$ cat config.mk
export PLATFORM = sky130hd
export DESIGN_NAME = reload_down_timer_two
export DESIGN_NICKNAME = d
export VERILOG_FILES = /design/src/common/reload_down_timer_two_pkg.sv /design/src/rtl/reload_down_timer_two.sv
export VERILOG_INCLUDE_DIRS = /design/src /design/src/common
export SDC_FILE = /design/constraint.sdc
export NUM_CORES = 1
export LEC_CHECK = 0
export BUFFER_PORTS_ARGS = -buffer_cell sky130_fd_sc_hd__buf_2
export CORE_MARGIN = 2
export CORE_UTILIZATION = 25
export CTS_CLUSTER_SIZE = 20
export DETAILED_ROUTE_END_ITERATION = 16
export GPL_TIMING_DRIVEN = 0
export PLACE_DENSITY = 0.41
export SYNTH_ARGS = -nofsm -noshare
export SYNTH_HDL_FRONTEND = slang
export SYNTH_SLANG_ARGS = --single-unit
$ cat constraint.sdc
create_clock -name sys_clk_i -period 6.4 [get_ports sys_clk_i]
set_input_delay 0.64 -clock sys_clk_i [delete_from_list [all_inputs] [get_ports sys_clk_i]]
set_output_delay 0.64 -clock sys_clk_i [all_outputs]
set_load 0.005 [all_outputs]
$ cat src/common/reload_down_timer_two_params.svh
// Offsets, field positions, reset values and rates of the reload down timer.
// Included by name; definitions only.
`ifndef RELOAD_DOWN_TIMER_TWO_PARAMS_SVH
`define RELOAD_DOWN_TIMER_TWO_PARAMS_SVH

`define RDT_IDX_CONTROL      6'h19
`define RDT_IDX_RELOAD_HIGH  6'h1a
`define RDT_IDX_RELOAD_LOW   6'h1b
`define RDT_IDX_COUNT_HIGH   6'h1c
`define RDT_IDX_COUNT_LOW    6'h1d
`define RDT_IDX_COMMAND      6'h30
`define RDT_IDX_STATUS       6'h31

`define RDT_CONTROL_RESET    8'h00
`define RDT_RELOAD_RESET     8'h00
`define RDT_CONTROL_WMASK    8'hbb

`define RDT_BIT_CMD_START    0
`define RDT_BIT_CMD_STOP     1
`define RDT_BIT_ST_RUNNING   0
`define RDT_BIT_ST_FLAG      1

`define RDT_SYS_KHZ          18'd250000
`define RDT_FAST_KHZ         18'd13560
`define RDT_SLOW_KHZ         18'd212

`define RDT_RESP_OKAY        2'h0
`define RDT_RESP_DECERR      2'h3

`endif

$ cat src/common/reload_down_timer_two_pkg.sv
// Types shared by the reload down timer: control layout, modes and state.
// Assumes the constants header is included by the files that need numbers.
package reload_down_timer_two_pkg;

  typedef enum logic [1:0] {
    START_EXPLICIT  = 2'b00,
    START_TX_END    = 2'b01,
    START_TRIM_NOUF = 2'b10,
    START_TRIM_UF   = 2'b11
  } start_mode_t;

  typedef enum logic [1:0] {
    CLK_FAST   = 2'b00,
    CLK_SLOW   = 2'b01,
    CLK_TIMER0 = 2'b10,
    CLK_TIMER1 = 2'b11
  } clock_select_t;

  typedef struct packed {
    logic          stop_on_receive;
    logic          rsvd6;
    start_mode_t   start_mode;
    logic          auto_restart;
    logic          rsvd2;
    clock_select_t clock_select;
  } ctrl_t;

  typedef enum logic {
    ST_IDLE = 1'b0,
    ST_RUN  = 1'b1
  } timer_state_t;

endpackage

$ cat src/rtl/reload_down_timer_two.sv
// Reload down timer with an AXI4-Lite register slave.
// Assumes all event inputs are synchronous to sys_clk_i and are one-cycle pulses,
// except the trimming oscillator input, which is a level.
`timescale 1ns/1ps
`include "reload_down_timer_two_params.svh"

module reload_down_timer_two #(
  parameter int COUNT_W = 16
) (
  input  wire logic        sys_clk_i,
  input  wire logic        arst_n_i,
  input  wire logic [7:0]  s_axi_awaddr_i,
  input  wire logic        s_axi_awvalid_i,
  output logic             s_axi_awready_o,
  input  wire logic [31:0] s_axi_wdata_i,
  input  wire logic [3:0]  s_axi_wstrb_i,
  input  wire logic        s_axi_wvalid_i,
  output logic             s_axi_wready_o,
  output logic [1:0]       s_axi_bresp_o,
  output logic             s_axi_bvalid_o,
  input  wire logic        s_axi_bready_i,
  input  wire logic [7:0]  s_axi_araddr_i,
  input  wire logic        s_axi_arvalid_i,
  output logic             s_axi_arready_o,
  output logic [31:0]      s_axi_rdata_o,
  output logic [1:0]       s_axi_rresp_o,
  output logic             s_axi_rvalid_o,
  input  wire logic        s_axi_rready_i,
  input  wire logic        tx_end_i,
  input  wire logic        rx_4bits_i,
  input  wire logic        timer0_underflow_i,
  input  wire logic        timer1_underflow_i,
  input  wire logic        low_freq_oscillator_i,
  output logic             underflow_o,
  output logic             underflow_flag_o,
  output logic             running_o
);

  // The count is shown to software as two bytes, so only a 16-bit counter is served.
  if (COUNT_W != 16) begin : g_bad_count_w
    $error("COUNT_W must be 16: the count is shown as two bytes.");
  end

  reload_down_timer_two_pkg::ctrl_t        ctrl;
  reload_down_timer_two_pkg::timer_state_t state;
  logic [7:0]         reload_high;
  logic [7:0]         reload_low;
  logic [COUNT_W-1:0] count;
  logic [17:0]        acc_fast;
  logic [17:0]        acc_slow;
  logic               lfo_prev;
  logic [7:0]         aw_addr;
  logic               aw_held;
  logic [31:0]        w_data;
  logic [3:0]         w_strb;
  logic               w_held;

  // Fractional dividers: add the tick rate each cycle, wrap at the system rate.
  // The average rate is exact; single ticks jitter by one system cycle.
  // The sums carry one extra bit: accumulator plus fast rate can pass the 18-bit range.
  wire [18:0] fast_sum  = acc_fast + `RDT_FAST_KHZ;
  wire [18:0] slow_sum  = acc_slow + `RDT_SLOW_KHZ;
  wire        fast_wrap = fast_sum >= `RDT_SYS_KHZ;
  wire        slow_wrap = slow_sum >= `RDT_SYS_KHZ;
  wire [18:0] fast_left = fast_wrap ? fast_sum - `RDT_SYS_KHZ : fast_sum;
  wire [18:0] slow_left = slow_wrap ? slow_sum - `RDT_SYS_KHZ : slow_sum;
  wire [17:0] next_acc_fast = fast_left[17:0];
  wire [17:0] next_acc_slow = slow_left[17:0];

  wire tick = (ctrl.clock_select == reload_down_timer_two_pkg::CLK_FAST)   ? fast_wrap :
              (ctrl.clock_select == reload_down_timer_two_pkg::CLK_SLOW)   ? slow_wrap :
              (ctrl.clock_select == reload_down_timer_two_pkg::CLK_TIMER0) ? timer0_underflow_i :
              timer1_underflow_i;

  always_ff @(posedge sys_clk_i or negedge arst_n_i) begin
    if (!arst_n_i) begin
      acc_fast <= 18'h00000;
      acc_slow <= 18'h00000;
      lfo_prev <= 1'b0;
    end else begin
      acc_fast <= next_acc_fast;
      acc_slow <= next_acc_slow;
      lfo_prev <= low_freq_oscillator_i;
    end
  end

  // Register slave: address and data are held independently, the write fires once both are in.
  wire aw_fire = s_axi_awvalid_i & s_axi_awready_o;
  wire w_fire  = s_axi_wvalid_i & s_axi_wready_o;
  wire wr_go   = aw_held & w_held & ~s_axi_bvalid_o;
  wire ar_fire = s_axi_arvalid_i & s_axi_arready_o;

  wire       wr_word_ok = (aw_addr[1:0] == 2'b00);
  wire       wr_lane0   = wr_go & wr_word_ok & w_strb[0];
  wire       wr_ctrl    = wr_lane0 & (aw_addr[7:2] == `RDT_IDX_CONTROL);
  wire       wr_rhigh   = wr_lane0 & (aw_addr[7:2] == `RDT_IDX_RELOAD_HIGH);
  wire       wr_rlow    = wr_lane0 & (aw_addr[7:2] == `RDT_IDX_RELOAD_LOW);
  wire       wr_cmd     = wr_lane0 & (aw_addr[7:2] == `RDT_IDX_COMMAND);
  wire       wr_status  = wr_lane0 & (aw_addr[7:2] == `RDT_IDX_STATUS);
  wire       wr_mapped  = wr_word_ok & ((aw_addr[7:2] >= `RDT_IDX_CONTROL && aw_addr[7:2] <= `RDT_IDX_COUNT_LOW) ||
                                        aw_addr[7:2] == `RDT_IDX_COMMAND || aw_addr[7:2] == `RDT_IDX_STATUS);
  wire       cmd_start  = wr_cmd & w_data[`RDT_BIT_CMD_START];
  wire       cmd_stop   = wr_cmd & w_data[`RDT_BIT_CMD_STOP];
  wire       flag_clear = wr_status & w_data[`RDT_BIT_ST_FLAG];

  // Timer control decode.
  wire running   = (state == reload_down_timer_two_pkg::ST_RUN);
  wire trim_mode = ctrl.start_mode[1];
  wire lfo_rise  = low_freq_oscillator_i & ~lfo_prev;
  wire at_zero   = (count == 16'h0000);
  wire [COUNT_W-1:0] reload_value = {reload_high, reload_low};

  // start events by mode; mode 00b only takes the command.
  wire start_evt = cmd_start |
                   ((ctrl.start_mode == reload_down_timer_two_pkg::START_TX_END) & tx_end_i) |
                   (trim_mode & lfo_rise & ~running);
  // stop on receive, masked in trimming modes.
  wire rx_stop   = ctrl.stop_on_receive & ~trim_mode & rx_4bits_i;
  wire stop_evt  = cmd_stop | rx_stop | (trim_mode & lfo_rise & running);
  wire step      = running & tick & ~start_evt & ~stop_evt;
  // underflow is a tick at zero, suppressed when trimming without underflow.
  wire uf_evt    = step & at_zero & (ctrl.start_mode != reload_down_timer_two_pkg::START_TRIM_NOUF);

  reload_down_timer_two_pkg::timer_state_t next_state;
  logic [COUNT_W-1:0]                      next_count;
  always_comb begin
    next_state = state;
    next_count = count;
    if (start_evt) begin
      next_state = reload_down_timer_two_pkg::ST_RUN;
      next_count = reload_value;
    end else if (stop_evt) begin
      next_state = reload_down_timer_two_pkg::ST_IDLE;
    end else if (uf_evt) begin
      // restart from the reload value or stop at zero.
      if (ctrl.auto_restart) begin
        next_count = reload_value;
      end else begin
        next_state = reload_down_timer_two_pkg::ST_IDLE;
      end
    end else if (step && !at_zero) begin
      next_count = count - 16'h0001;
    end
  end

  always_ff @(posedge sys_clk_i or negedge arst_n_i) begin
    if (!arst_n_i) begin
      state <= reload_down_timer_two_pkg::ST_IDLE;
      count <= 16'h0000;
    end else begin
      state <= next_state;
      count <= next_count;
    end
  end

  // The flag set wins over a software clear in the same cycle.
  // underflow sets the sticky flag.
  wire next_flag = uf_evt | (underflow_flag_o & ~flag_clear);

  always_ff @(posedge sys_clk_i or negedge arst_n_i) begin
    if (!arst_n_i) begin
      underflow_o      <= 1'b0;
      underflow_flag_o <= 1'b0;
      running_o        <= 1'b0;
    end else begin
      underflow_o      <= uf_evt;
      underflow_flag_o <= next_flag;
      running_o        <= (next_state == reload_down_timer_two_pkg::ST_RUN);
    end
  end

  // reload bytes are stored apart from the counter and only read at a start or an auto restart.
  wire [7:0] next_ctrl = (w_data[7:0] & `RDT_CONTROL_WMASK);
  always_ff @(posedge sys_clk_i or negedge arst_n_i) begin
    if (!arst_n_i) begin
      ctrl        <= `RDT_CONTROL_RESET;
      reload_high <= `RDT_RELOAD_RESET;
      reload_low  <= `RDT_RELOAD_RESET;
    end else begin
      if (wr_ctrl) begin
        ctrl <= next_ctrl;
      end
      if (wr_rhigh) begin
        reload_high <= w_data[7:0];
      end
      if (wr_rlow) begin
        reload_low <= w_data[7:0];
      end
    end
  end

  always_ff @(posedge sys_clk_i or negedge arst_n_i) begin
    if (!arst_n_i) begin
      aw_held         <= 1'b0;
      w_held          <= 1'b0;
      aw_addr         <= 8'h00;
      w_data          <= 32'h00000000;
      w_strb          <= 4'h0;
      s_axi_awready_o <= 1'b1;
      s_axi_wready_o  <= 1'b1;
      s_axi_bvalid_o  <= 1'b0;
      s_axi_bresp_o   <= `RDT_RESP_OKAY;
    end else begin
      if (aw_fire) begin
        aw_held         <= 1'b1;
        aw_addr         <= s_axi_awaddr_i;
        s_axi_awready_o <= 1'b0;
      end
      if (w_fire) begin
        w_held         <= 1'b1;
        w_data         <= s_axi_wdata_i;
        w_strb         <= s_axi_wstrb_i;
        s_axi_wready_o <= 1'b0;
      end
      if (wr_go) begin
        aw_held        <= 1'b0;
        w_held         <= 1'b0;
        s_axi_bvalid_o <= 1'b1;
        s_axi_bresp_o  <= wr_mapped ? `RDT_RESP_OKAY : `RDT_RESP_DECERR;
      end
      if (s_axi_bvalid_o && s_axi_bready_i) begin
        s_axi_bvalid_o  <= 1'b0;
        s_axi_awready_o <= 1'b1;
        s_axi_wready_o  <= 1'b1;
      end
    end
  end

  // Read path; count bytes are sampled live, so a two-byte read is not atomic.
  wire [5:0] rd_idx = s_axi_araddr_i[7:2];
  wire       rd_ok  = (s_axi_araddr_i[1:0] == 2'b00);
  wire [7:0] rd_byte = (rd_idx == `RDT_IDX_CONTROL)     ? ctrl :
                       (rd_idx == `RDT_IDX_RELOAD_HIGH) ? reload_high :
                       (rd_idx == `RDT_IDX_RELOAD_LOW)  ? reload_low :
                       (rd_idx == `RDT_IDX_COUNT_HIGH)  ? count[15:8] :
                       (rd_idx == `RDT_IDX_COUNT_LOW)   ? count[7:0] :
                       (rd_idx == `RDT_IDX_STATUS)      ? {6'h00, underflow_flag_o, running} :
                       8'h00;
  wire       rd_mapped = rd_ok & ((rd_idx >= `RDT_IDX_CONTROL && rd_idx <= `RDT_IDX_COUNT_LOW) ||
                                  rd_idx == `RDT_IDX_COMMAND || rd_idx == `RDT_IDX_STATUS);

  always_ff @(posedge sys_clk_i or negedge arst_n_i) begin
    if (!arst_n_i) begin
      s_axi_arready_o <= 1'b1;
      s_axi_rvalid_o  <= 1'b0;
      s_axi_rdata_o   <= 32'h00000000;
      s_axi_rresp_o   <= `RDT_RESP_OKAY;
    end else begin
      if (ar_fire) begin
        s_axi_arready_o <= 1'b0;
        s_axi_rvalid_o  <= 1'b1;
        s_axi_rdata_o   <= rd_mapped ? {24'h000000, rd_byte} : 32'h00000000;
        s_axi_rresp_o   <= rd_mapped ? `RDT_RESP_OKAY : `RDT_RESP_DECERR;
      end
      if (s_axi_rvalid_o && s_axi_rready_i) begin
        s_axi_rvalid_o  <= 1'b0;
        s_axi_arready_o <= 1'b1;
      end
    end
  end
endmodule

==> results.py <==
metrics = {
    "run_status": {
        "outcome": "finished, final reports clean",
    },
    "synthesis": {
        "ys_seq_area_frac": 0.4100,
        "yosysWarnings": 0,
        "synth.most_common_cell": "dfrtp_1",
        "synth_top_area_cell": "dfrtp_1",
        "synthesis.area_sq_mm": 0.006540,
        "synth_edf_count": 0,
        "syn_area_per_cell_sq_um": 9.894,
        "synthesis.instances": 661,
        "synth_seq_cells": 107,
        "async_flop_share": 1.000,
        "synthTopCellsByArea": "dfrtp_1, mux2_2, buf_4",
        "yosysUniqueCellTypes": 89,
        "synth_common_cells": "dfrtp_1, nand2_1, mux2_2, nor2_1, o21ai_0",
        "synth_ff_type": "dfrtp_1",
        "synth_top_area_share": 0.3979,
    },
    "pwr": {
        "p_leak_nw": 3.268,
        "pwr-share-clk": 0.347,
        "p_seq_frac": 0.503,
        "powerDensity_mw_per_mm2": 223.3,
        "total_power_mw": 1.713,
        "p_sw_frac": 0.3045,
        "p_sw_mw": 0.5218,
        "pwr-share-comb": 0.150,
        "internal_power_mw": 1.192,
        "ir_drop_v": 0.0001375,
    },
    "timing": {
        "period_minus_slack_ns": 3.529,
        "setup_viol": 0,
        "worst_slew_pin_slew_ns": 1.000,
        "hold_viol": 0,
        "slew_viol_final": 0,
        "setup_tns_ns": 0,
        "fin_crit_sh": 0.5515,
        "fin_worst_skew_ns": 0.008144,
        "rsz0062_at_grt": "false",
        "relSlewSlack": 0.3286,
        "fin_ws_ns": 2.871,
        "timing.hold.ws_ns": 0.2111,
        "fmax_ghz": 0.2833,
    },
    "die": {
        "rows": 59,
        "dieArea_sq_mm": 0.02747,
        "die_w_um": 165.7,
        "core_sq_mm": 0.02584,
        "die_y_um": 165.7,
        "initial_core_util": 0.2531,
        "io_pins": 108,
    },
    "detailed_routing": {
        "vias": 5045,
        "drtIter0Drc": 240,
        "drt-total-wl_mm": 16.90,
        "wl_per_cell_um": 15.47,
        "detail_route.vias_per_cell": 4.620,
        "ant_nets": 0,
        "drt_pass1_iterations": 4,
        "post-route-drc-count": 0,
    },
    "global_route": {
        "grt_pass1_vias": 4984,
        "grt_overflow": 0,
        "antenna_found_initial": 0,
        "grt_max_degree": 57,
        "grt.total_usage": 0.1254,
        "grt_pass1_wl_mm": 27.84,
    },
    "worst_setup_path": {
        "path_max_fanout": 9,
        "criticalPathCategory": "reg -> reg",
        "setup.worst_path.start_class": "flip-flop",
        "crit_required_ns": 6.66,
        "reg2regPathDepth": 11,
        "critical_path.max_stage_delay_ns": 0.73,
        "rrSetupSlack_ns": 2.87,
        "cp_cell_sequence": "ha_1 -> buf_4 -> o21ai_2 -> a21oi_1 -> xnor2_1 -> o21ba_1 -> o31ai_2 -> nand2b_2 -> a41oi_2 -> nor3_1 -> a311o_1",
        "crit_arrival_ns": 3.79,
        "cp-end-kind": "flip-flop",
        "crit_slowest_cell": "o31ai_2",
    },
    "worst_hold_path": {
        "hold_path.class": "in -> async",
    },
    "cts": {
        "htree_num_levels": 3,
        "path_clk_slew_ns": 0.09,
        "cts_tree": "done",
        "clockBufferDepth": 2,
        "cts_buffers": 9,
        "cts_resized": 0,
        "cts_setup_buffers": 0,
        "cts_root_buf": "clkbuf_16",
        "ctsHoldBuffers": 0,
        "clkLatencyLatePin_ns": 0.37,
        "cts_sinks": 107,
    },
    "placement": {
        "hpwl_mm": 12.54,
        "port_buffers": 56,
        "dpl_cell_area_sq_mm": 0.007360,
        "pre_cts_ws_ns": 2.864,
        "globalplace.congestion": 0.7855,
    },
    "run": {
        "maxCapViolCount": 0,
    },
    "layout": {
        "diodes": 0,
        "fillerInstances": 2722,
        "multi_input_area_sq_mm": 0.003443,
        "seq_area_sq_mm": 0.002681,
        "drive_above_1_share": 0.2523,
        "area_growth_pct": 17.33,
        "final_area_sq_mm": 0.007674,
        "nNetsFinal": 824,
    },
}
-- metal layers --
metal	vias to the layer above	GRT usage	wire, um
met5	-	0	0
met4	0	0.03970	248
met3	15	0.01954	562
met2	78	0.1995	7630
met1	2429	0.1752	8455
li1	2523	-	-
-- critical path: cells and delay by family, from the launching register on --
kind                       cells  cell delay, ns
and+or+nand+nor                2            0.26
adders and majority gates      1            0.23
AOI/OAI and AO/OA              6            2.00
xor gates and xnor gates       1            0.29
DFF                            1            0.47
buffers and inverters          1            0.17
-- logic make-up (layout without fill, tap and decap cells) --
family | after synthesis | after routing | share of synthesized area
mux | 68 | 68 | 0.1125
xor+xnor | 38 | 38 | 0.05204
flops | 107 | 107 | 0.4100
buf+inv | 84 | 157 | 0.07672
simple gates | 197 | 197 | 0.1584
compound gates | 158 | 158 | 0.1745
fa+ha+maj | 8 | 8 | 0.01531
other cells | 1 | 24 | 0.0005734
-- final cells by class --
cell class / instances / area share
Clock buffer: 9 / 0.02935
Timing Repair Buffer: 57 / 0.04093
Sequential cell: 107 / 0.3494
Inverter: 35 / 0.01712
Buffer: 49 / 0.04826
Tap cell: 335 / 0.05462
Clock inverter: 7 / 0.01158
Multi-Input combinational cell: 493 / 0.4487
-- cell usage in the layout (no fill, tap or decap), types with 4 or more instances in the layout --
cell       netlist  final
o31ai_1          4      4
ha_1             8      8
mux2_2          44     44
buf_4           33     33
inv_1           35     35
a31oi_1          6      6
o21ai_0         40     40
buf_2            5     60
a22oi_1         19     19
nor2_1          44     44
nand3_1         13     13
a221oi_1         4      4
nand2_1         60     60
nor2b_1          7      7
a21oi_1         20     20
or3_1            5      5
a211oi_1         6      6
mux2i_1         24     24
conb_1           1     24
xnor2_1         27     27
clkbuf_16        0      9
dfrtp_1        104    104
nor3_1          14     14
xor2_1          10     10
nor3b_1          4      4
nand3b_1         4      4
nor4_1           6      6
nand2b_1         5      5
and2_1           6      6
buf_6            6      7
nand4_1          7      7
-- metrics by stage --
step,util,cells
2_1_floorplan,-,684
3_3_place_gp,0.2835,1075
3_5_place_dp,0.2848,1076
4_1_cts,0.2970,1092
5_1_grt,0.2970,1092
6_report,0.2970,1092
-- path summary, 6_finish.rpt --
check | start | to
worst min register to register | s_axi_rdata_o[3] | s_axi_rdata_o[3]
min in group sys_clk_i | low_freq_oscillator_i | lfo_prev
worst min-delay path | arst_n_i | s_axi_rvalid_o
worst max register to register | acc_slow[2] | count[15]
max in group asynchronous | arst_n_i | acc_fast[15]
worst max-delay path | acc_slow[2] | count[15]
-- flip-flops by register name, summed over array words and instances, names as in the netlist, 6 cells and up --
signal / cells
reload_high: 8
w_data: 8
aw_addr: 8
count: 16
acc_fast: 15
ctrl: 6
reload_low: 8
acc_slow: 16
s_axi_rdata_o: 8
-- power groups by stage --
stage,combinational (mW),clock [mW],sequential (mW)
2_1_floorplan,0.179,0,0.840
3_3_place_gp,0.256,0,0.875
3_5_place_dp,0.262,0,0.876
4_1_cts,0.263,0.622,0.863
5_1_grt,0.291,0.644,0.877
6_report,0.258,0.594,0.861
Power figures use the tool's default switching activity.
